### src/design/ascan_consts.svh
// constants for the analog boundary-scan cells and their test controller
// assumes one 10 MHz clock shared by both ends
`ifndef ASCAN_CONSTS_SVH
`define ASCAN_CONSTS_SVH

// --------------------------------------------------
// chain layout, bit 0 leaves first
// --------------------------------------------------
`define CHAIN_LEN 23
`define POS_CMP_RESULT 0
`define POS_CMP_OFF 1
`define POS_CMP_MUX_SEL 2
`define POS_CMP_BG_EN 3
`define POS_CONV_RESULT 4
`define POS_AMP_CLK 5
`define POS_AMP_PATH_EN 6
`define POS_REF_NEG_EN 7
`define POS_CONV_PWR 8
`define POS_AMP_PWR 9
`define POS_DAC_LSB 10
`define POS_DAC_MSB 19
`define POS_BYPASS 20
`define POS_GND_EN 21
`define POS_SAMPLE_HOLD 22

// --------------------------------------------------
// reset values and the observe-cell mask
// --------------------------------------------------
`define IDLE_PATTERN 23'h580002
`define OBSERVE_MASK 23'h000011

// --------------------------------------------------
// controller register offsets and fields
// --------------------------------------------------
`define OFS_CTRL 4'h0
`define OFS_PATTERN 4'h4
`define OFS_RESULT 4'h8
`define OFS_STATUS 4'hc
`define CTRL_MODE_BIT 0
`define CTRL_START_BIT 1
`define STAT_BUSY_BIT 0
`define STAT_CONFLICT_BIT 1

// --------------------------------------------------
// timing
// --------------------------------------------------
`define STEP_DIV 4

`endif

### src/design/ascan_pkg.sv
// types shared by both ends of the analog scan link
// assumes ascan_consts.svh for the numbers
package ascan_pkg;
	typedef enum logic [1:0] {
		ST_IDLE = 2'h0,
		ST_CAPTURE = 2'h1,
		ST_SHIFT = 2'h3,
		ST_UPDATE = 2'h2
	} scan_state_e;
endpackage

### src/design/ascan_if.sv
// link between the test controller and the analog boundary-scan cells
// assumes both ends run on the same clock
`timescale 1ns/1ns
`default_nettype none
interface ascan_if;
	logic test_mode;
	logic capture_dr;
	logic shift_dr;
	logic update_dr;
	logic scan_in;
	logic scan_out;
	modport cells (
		input test_mode, capture_dr, shift_dr, update_dr, scan_in,
		output scan_out
	);
	modport ctrl (
		output test_mode, capture_dr, shift_dr, update_dr, scan_in,
		input scan_out
	);
endinterface
`default_nettype wire

### src/design/analog_scan_cells.sv
// boundary-scan cells on the comparator and converter control/observe signals
// assumes the analog results arrive asynchronously, link signals share clk_i
`include "ascan_consts.svh"
`timescale 1ns/1ns
`default_nettype none

// Summary of operation
// - scan cell on every comparator signal
// - connectivity tests use port-pin cells instead
// - mux select routes converter mux; idle 0
// - comparator result observable, feeds program normally
// - scan cell on every converter signal
// - amplifier path enable; idle 0
// - bandgap to negative input; idle 0
// - converter power on; idle 0
// - amplifier power on; idle 0
// - ten-bit DAC value, idle 0x200
// - ground negative input; idle 0
// - sample low, hold high; idle 1
// - controller selects one negative-input source
module analog_scan_cells
	import ascan_pkg::*;
(
	// clock and reset
	input wire logic clk_i,
	input wire logic rst_i,
	// scan link
	ascan_if.cells link,
	// functional values from the running logic, observe positions ignored
	input wire logic [`CHAIN_LEN-1:0] func_ctrl_i,
	// analog results
	input wire logic comparator_result_i,
	input wire logic converter_result_i,
	// comparator controls and synchronised result
	output logic comparator_off_o,
	output logic comparator_mux_input_select_o,
	output logic comparator_bandgap_enable_o,
	output logic comparator_result_o,
	// converter controls and synchronised result
	output logic amp_clock_o,
	output logic amp_to_compare_path_enable_o,
	output logic reference_to_negative_enable_o,
	output logic converter_power_on_o,
	output logic amplifier_power_on_o,
	output logic [9:0] dac_value_o,
	output logic amp_bypass_channel_connect_o,
	output logic negative_input_ground_enable_o,
	output logic sample_hold_o,
	output logic converter_result_o
);
	// safe pattern, one bit per cell, for the reset branches
	localparam logic [`CHAIN_LEN-1:0] IDLE_BITS = `IDLE_PATTERN;

	logic [1:0] cmp_sync;
	logic [1:0] conv_sync;
	logic [`CHAIN_LEN-1:0] shift_reg;
	logic [`CHAIN_LEN-1:0] chain_next;
	logic [`CHAIN_LEN-1:0] update_reg;
	logic [`CHAIN_LEN-1:0] selected;
	logic [`CHAIN_LEN-1:0] applied;
	logic [`CHAIN_LEN-1:0] observed;

	// --------------------------------------------------
	// cell kinds
	// --------------------------------------------------
	// observe-only cells carry an analog result back and drive nothing
	function automatic logic observe_cell(input int pos);
		return pos == `POS_CMP_RESULT || pos == `POS_CONV_RESULT;
	endfunction

	// the synchronised result that an observe-only cell captures
	function automatic logic observe_value(input int pos, input logic cmp, input logic conv);
		if (pos == `POS_CMP_RESULT) begin
			return cmp;
		end
		return conv;
	endfunction

	// --------------------------------------------------
	// result synchronisers
	// --------------------------------------------------
	// analog results move at any time, so only the second flop is read
	always_ff @(posedge clk_i or posedge rst_i) begin
		if (rst_i) begin
			cmp_sync <= 2'h0;
		end else begin
			cmp_sync <= {cmp_sync[0], comparator_result_i};
		end
	end

	always_ff @(posedge clk_i or posedge rst_i) begin
		if (rst_i) begin
			conv_sync <= 2'h0;
		end else begin
			conv_sync <= {conv_sync[0], converter_result_i};
		end
	end

	// results reach the program as well as the chain
	assign comparator_result_o = cmp_sync[1];
	assign converter_result_o = conv_sync[1];

	// --------------------------------------------------
	// cell muxes
	// --------------------------------------------------
	// the update latch only reaches the analog side while test mode holds
	for (genvar i = 0; i < `CHAIN_LEN; i++) begin : g_select
		assign selected[i] = link.test_mode ? update_reg[i] : func_ctrl_i[i];
	end

	// control cells capture what they apply, observe cells the result
	for (genvar i = 0; i < `CHAIN_LEN; i++) begin : g_observe
		if (observe_cell(i)) begin : g_result
			assign observed[i] = observe_value(i, cmp_sync[1], conv_sync[1]);
		end else begin : g_control
			assign observed[i] = selected[i];
		end
	end

	// --------------------------------------------------
	// shift stage
	// --------------------------------------------------
	// one shared chain covers comparator and converter signals alike
	assign chain_next = {link.scan_in, shift_reg[`CHAIN_LEN-1:1]};
	assign link.scan_out = shift_reg[0];

	for (genvar i = 0; i < `CHAIN_LEN; i++) begin : g_shift
		always_ff @(posedge clk_i or posedge rst_i) begin
			if (rst_i) begin
				shift_reg[i] <= IDLE_BITS[i];
			end else if (link.capture_dr) begin
				shift_reg[i] <= observed[i];
			end else if (link.shift_dr) begin
				shift_reg[i] <= chain_next[i];
			end
		end
	end

	// --------------------------------------------------
	// update stage
	// --------------------------------------------------
	// reset to the safe pattern so entering test mode starts idle
	for (genvar i = 0; i < `CHAIN_LEN; i++) begin : g_update
		always_ff @(posedge clk_i or posedge rst_i) begin
			if (rst_i) begin
				update_reg[i] <= IDLE_BITS[i];
			end else if (link.update_dr && link.test_mode) begin
				update_reg[i] <= shift_reg[i];
			end
		end
	end

	// --------------------------------------------------
	// drive stage
	// --------------------------------------------------
	// pins leave from flops one cycle behind the mux, safe while in reset
	for (genvar i = 0; i < `CHAIN_LEN; i++) begin : g_drive
		always_ff @(posedge clk_i or posedge rst_i) begin
			if (rst_i) begin
				applied[i] <= IDLE_BITS[i];
			end else begin
				applied[i] <= selected[i];
			end
		end
	end

	// --------------------------------------------------
	// comparator-side outputs
	// --------------------------------------------------
	assign comparator_off_o = applied[`POS_CMP_OFF];
	assign comparator_mux_input_select_o = applied[`POS_CMP_MUX_SEL];
	assign comparator_bandgap_enable_o = applied[`POS_CMP_BG_EN];

	// --------------------------------------------------
	// converter-side outputs
	// --------------------------------------------------
	assign amp_clock_o = applied[`POS_AMP_CLK];
	assign amp_to_compare_path_enable_o = applied[`POS_AMP_PATH_EN];
	assign reference_to_negative_enable_o = applied[`POS_REF_NEG_EN];
	assign converter_power_on_o = applied[`POS_CONV_PWR];
	assign amplifier_power_on_o = applied[`POS_AMP_PWR];
	assign dac_value_o = applied[`POS_DAC_MSB:`POS_DAC_LSB];
	assign amp_bypass_channel_connect_o = applied[`POS_BYPASS];
	assign negative_input_ground_enable_o = applied[`POS_GND_EN];
	assign sample_hold_o = applied[`POS_SAMPLE_HOLD];
endmodule
`default_nettype wire

### src/flat_wrapper.sv
// flat-port wrapper written by rule: the top's interface ports become plain ports
module analog_scan_cells_flat import ascan_pkg::*;
  (clk_i, rst_i, func_ctrl_i, comparator_result_i, converter_result_i, comparator_off_o, comparator_mux_input_select_o, comparator_bandgap_enable_o, comparator_result_o, amp_clock_o, amp_to_compare_path_enable_o, reference_to_negative_enable_o, converter_power_on_o, amplifier_power_on_o, dac_value_o, amp_bypass_channel_connect_o, negative_input_ground_enable_o, sample_hold_o, converter_result_o, link_test_mode, link_capture_dr, link_shift_dr, link_update_dr, link_scan_in, link_scan_out);
  ascan_if link_i ();
  input wire logic clk_i;
  input wire logic rst_i;
  input wire logic [`CHAIN_LEN-1:0] func_ctrl_i;
  input wire logic comparator_result_i;
  input wire logic converter_result_i;
  output logic comparator_off_o;
  output logic comparator_mux_input_select_o;
  output logic comparator_bandgap_enable_o;
  output logic comparator_result_o;
  output logic amp_clock_o;
  output logic amp_to_compare_path_enable_o;
  output logic reference_to_negative_enable_o;
  output logic converter_power_on_o;
  output logic amplifier_power_on_o;
  output logic [9:0] dac_value_o;
  output logic amp_bypass_channel_connect_o;
  output logic negative_input_ground_enable_o;
  output logic sample_hold_o;
  output logic converter_result_o;
  input wire logic [$bits(link_i.test_mode)-1:0] link_test_mode;
  input wire logic [$bits(link_i.capture_dr)-1:0] link_capture_dr;
  input wire logic [$bits(link_i.shift_dr)-1:0] link_shift_dr;
  input wire logic [$bits(link_i.update_dr)-1:0] link_update_dr;
  input wire logic [$bits(link_i.scan_in)-1:0] link_scan_in;
  output wire logic [$bits(link_i.scan_out)-1:0] link_scan_out;
  assign link_i.test_mode = link_test_mode;
  assign link_i.capture_dr = link_capture_dr;
  assign link_i.shift_dr = link_shift_dr;
  assign link_i.update_dr = link_update_dr;
  assign link_i.scan_in = link_scan_in;
  assign link_scan_out = link_i.scan_out;
  analog_scan_cells u_core (.clk_i(clk_i), .rst_i(rst_i), .link(link_i), .func_ctrl_i(func_ctrl_i), .comparator_result_i(comparator_result_i), .converter_result_i(converter_result_i), .comparator_off_o(comparator_off_o), .comparator_mux_input_select_o(comparator_mux_input_select_o), .comparator_bandgap_enable_o(comparator_bandgap_enable_o), .comparator_result_o(comparator_result_o), .amp_clock_o(amp_clock_o), .amp_to_compare_path_enable_o(amp_to_compare_path_enable_o), .reference_to_negative_enable_o(reference_to_negative_enable_o), .converter_power_on_o(converter_power_on_o), .amplifier_power_on_o(amplifier_power_on_o), .dac_value_o(dac_value_o), .amp_bypass_channel_connect_o(amp_bypass_channel_connect_o), .negative_input_ground_enable_o(negative_input_ground_enable_o), .sample_hold_o(sample_hold_o), .converter_result_o(converter_result_o));
endmodule
### config.mk
export PLATFORM = sky130hd
export DESIGN_NAME = analog_scan_cells_flat
export DESIGN_NICKNAME = d
export VERILOG_FILES = /design/src/design/ascan_pkg.sv /design/src/design/ascan_if.sv /design/src/design/analog_scan_cells.sv /design/src/flat_wrapper.sv
export VERILOG_INCLUDE_DIRS = /design/src /design/src/design
export SDC_FILE = /design/constraint.sdc
export NUM_CORES = 1
export LEC_CHECK = 0
export BUFFER_PORTS_ARGS = -buffer_cell sky130_fd_sc_hd__buf_2
export CAP_MARGIN = 5
export CORE_MARGIN = 5
export CORE_UTILIZATION = 28
export DETAILED_ROUTE_END_ITERATION = 8
export GPL_TIMING_DRIVEN = 0
export SYNTH_ARGS = -nofsm -noshare
export SYNTH_HDL_FRONTEND = slang
export SYNTH_SLANG_ARGS = --single-unit
### constraint.sdc
create_clock -name clk_i -period 2.6 [get_ports clk_i]
set_input_delay 0.52 -clock clk_i [delete_from_list [all_inputs] [get_ports clk_i]]
set_output_delay 0.52 -clock clk_i [all_outputs]
set_load 0.05 [all_outputs]
# After elaboration in Yosys (flattened, before gate mapping)
# Cells that the tools add are included.
# totals
regBits,69
latch_bits,0
ramBits,0
mem_bits_ro,0
input_bits,32
out_inout_bits,24
word_cells,136
memories,0
# classes
addsub,0
multipliers,0
n_div,0
magnitude_cmp,0
n_eq_ne,0
n_shift,0
n_mux,67
bitwise,0
n_reduce_logical,2
# op_table
cell,n
2-to-1 mux 1 bit,67
nonzero test 2 bit,1
logical AND 1 bit,1

# Logic depth before layout (Yosys ltp)
# logic_depth
ltp_word,2
depth_mapped,4
depth_no_buf,2

# Least setup slack after synthesis
# No wires, ideal clock.
# synth_timing
path_kind,input to register
start,in link_shift_dr
end,reg u_core.shift_reg[12] (netlist: u_core.chain_next[11])
setup_ns,0.125
arrival_ns,1.305
t_required_ns,2.475
slack_ns,1.170
cell_stages,4
n_path_buf,2
path_cell_list,buf_6 -> buf_12 -> mux2_4 -> mux2_2
# synth_between
elab_chain_cells,1
# synth_rtl
element,line,rtl
from (decl),flat_wrapper.sv:26,input wire logic [$bits(link_i.shift_dr)-1:0] link_shift_dr;
nonzero test 2 bit (no line),--,
"to (signal, indexed assignment)",analog_scan_cells.sv:130,shift_reg[i] <= IDLE_BITS[i];
"to (signal, indexed assignment)",analog_scan_cells.sv:132,shift_reg[i] <= observed[i];
"to (signal, indexed assignment)",analog_scan_cells.sv:134,shift_reg[i] <= chain_next[i];
to (decl),analog_scan_cells.sv:56,logic [`CHAIN_LEN-1:0] shift_reg;
# Every way passes these cells.
# A chain may end at the register's enable or synchronous reset.

# Worst setup path after layout
# layout_timing
start,reg u_core.applied[19] (netlist: u_core.dac_value_o[9])
end,out dac_value_o[9]
# layout_rtl
element,line,rtl
from (decl),analog_scan_cells.sv:60,logic [`CHAIN_LEN-1:0] applied;
"from (signal, indexed assignment)",analog_scan_cells.sv:160,applied[i] <= IDLE_BITS[i];
"from (signal, indexed assignment)",analog_scan_cells.sv:162,applied[i] <= selected[i];
to (decl),flat_wrapper.sv:19,output logic [9:0] dac_value_o;
# No word-level cell between the ends.

==> flow_summary.yaml <==
layout:
  largest_reg_flops: 22
  final_core_util_pct: 34.7
  antenna_cells: 0
  mostFrequentLayoutCell: "dfrtp_1"
  syn_to_final_growth_pct: 20.5
  multiInputGateArea_um2: 1130
  layout-drive-gt1-share_pct: 63.0
  final_cell_mix: "dfrtp_1, buf_2, mux2_4"
  fin_nets: 265
  register_area_um2: 1740
  fillers: 1019
logic_synthesis:
  synth.largest_area_cell: "dfrtp_1"
  ys_warn_count: 0
  syn-cell-area_um2: 2970
  syn_inst: 171
  yosysSeqAreaShare_pct: 58.6
  synth_cell_types: 13
  avgSynthCellArea_um2: 17.4
  synth_area_leaders: "dfrtp_1, mux2_4, dfstp_2"
  ys_ff_latch: 69
  synth_top_cell_area_share_pct: 48.0
  synth_nets: 203
worst_setup_path:
  slowest_delay_ns: 0.52
  cp.required_ns: 2.08
  worstSetupPathType: "register to output port"
  path_cells: "buf_2"
  worst_ep_arrival_time_ns: 1.11
  cp_slowest_cell: "dfstp_2"
  critical_path.top_delay_family: "flip-flops"
  cp.buffers_inverters: 1
  cp_max_fo: 1
  critPathCaptureType: "output port"
  crit_path_start_kind: "register"
detailed_routing:
  drt-vias-per-instance: 4.19
  routed_wl_mm: 5.62
  wl_per_cell_um: 15.0
  ant_nets: 0
  via_count: 1567
  dr.first_iter.drc_count: 23
  dr.pass1.iters: 2
  drc: 0
floorplan:
  die_h_um: 113
  fp-row-count: 37
  ios: 56
  dieArea_um2: 12800
  start_util_pct: 28.8
  design.core.area_um2: 10300
  die_w_um: 113
clock_network:
  hold_buffers: 0
  cts_tree: "built"
  post_cts_resized: 0
  cts_max_level: 3
  cts-root-buf: "clkbuf_8"
  clockBufferDepth: 2
  clock_sinks: 69
  insertion_delay_ns: 0.34
  clk_pin_slew_ns: 0.09
  cts_made_buffers: 9
  post_cts.repair.setup_buffers: 0
timing:
  holdWs_ns: 0.272
  fin_crit_ns: 1.63
  maxSlewViolCount: 0
  worst_slew_pin_slew_ns: 0.867
  post-route-period-util_pct: 62.8
  rsz0062_at_grt: "false"
  setup_viol: 0
  fin_worst_skew_ns: 0.00889
  maxSlewHeadroom_pct: 42.2
  timing.fmax_mhz: 613
  finalHoldViolCount: 0
run_status:
  status: "completed"
pwr:
  ir_worst_vdd_uv: 363
  leakagePower_uw: 0.00167
  p_per_area_nw_per_um2: 945
global_routing:
  antenna_found_initial: 0
  grt_pass1_wl_mm: 9.38
  grt_overflow: 0
  grt_pass1_vias: 1751
  grt_use_total_pct: 9.47
  grt_max_degree: 70
hold_path:
  hp-class: "input pin to register"
placed_design:
  gp_congestion: 0.634
  portBuffers: 51
  hpwl_mm: 3.78
flow_run:
  cap_viol_max_count: 0
==> stage by stage <==
step / setup TNS [ns] / setup slack [ns] / instance area, um^2 / power [uW] / instances
after detailed placement: 0 / 0.982 / 3400 / 2610 / 358
final: 0 / 0.968 / 3580 / 3390 / 374
after global placement: -33.12 / -0.585 / 3400 / 2580 / 358
after global routing: 0 / 0.918 / 3580 / 3570 / 374
after CTS: 0 / 0.944 / 3580 / 3440 / 374
after floorplan: 0 / 0.360 / 2970 / 2380 / 171
==> Yosys cell counts <==
library cell  count
dfrtp_1          57
mux2_4           38
mux2_1           24
mux2_2           22
dfstp_2          12
buf_2             4
buf_6             3
nand2_1           3
buf_12            2
mux2i_1           2
o21ai_1           2
clkbuf_2          1
inv_1             1
==> kinds of logic after synthesis <==
family                 Yosys count  synth area share, %
AO/OA/AOI/OAI                    2                0.337
AND/OR/NAND/NOR                  3                0.379
multiplexers                    86                 37.3
flip-flops                      69                 58.6
buffers and inverters           11                 3.45
==> final timing paths <==
| path | startpoint | end | slack (ns) | depth (start not counted) |
|---|---|---|---|---|
| max in group asynchronous | rst_i | u_core.chain_next[10] | 1.67 | 2 |
| max | u_core.dac_value_o[9] | dac_value_o[9] | 0.97 | 1 |
| max reg2reg | u_core.chain_next[8] | u_core.chain_next[8] | 1.55 | 2 |
| min in group asynchronous | rst_i | u_core.dac_value_o[8] | 0.36 | 2 |
| min reg2reg | u_core.conv_sync[0] | u_core.conv_sync[1] | 0.36 | 0 |
| min | comparator_result_i | u_core.cmp_sync[0] | 0.27 | 1 |
==> where the power goes <==
group / switching, uW / leakage (uW) / internal [uW]
combinational: 520 / 0.000787 / 469
sequential: 163 / 0.000800 / 1420
clock: 458 / 0.0000864 / 358
==> layout make-up <==
| type | instances | area share [%] |
|---|---|---|
| Inverter | 1 | 0.175 |
| Timing Repair Buffer | 51 | 7.12 |
| Buffer | 10 | 2.76 |
| Multi-Input combinational cell | 91 | 31.5 |
| Sequential cell | 69 | 48.6 |
| Clock buffer | 9 | 3.46 |
| Clock inverter | 7 | 1.64 |
| Tap cell | 136 | 4.75 |
==> routing by layer <==
layer	wire, um	share of wire, %	track usage (%)
met4	27	0.48	3.61
met1	2630	47	12.5
met5	0	0	0
met3	334	5.9	3.48
met2	2620	47	14.2
No activity file was read; power rests on OpenSTA's default activity.
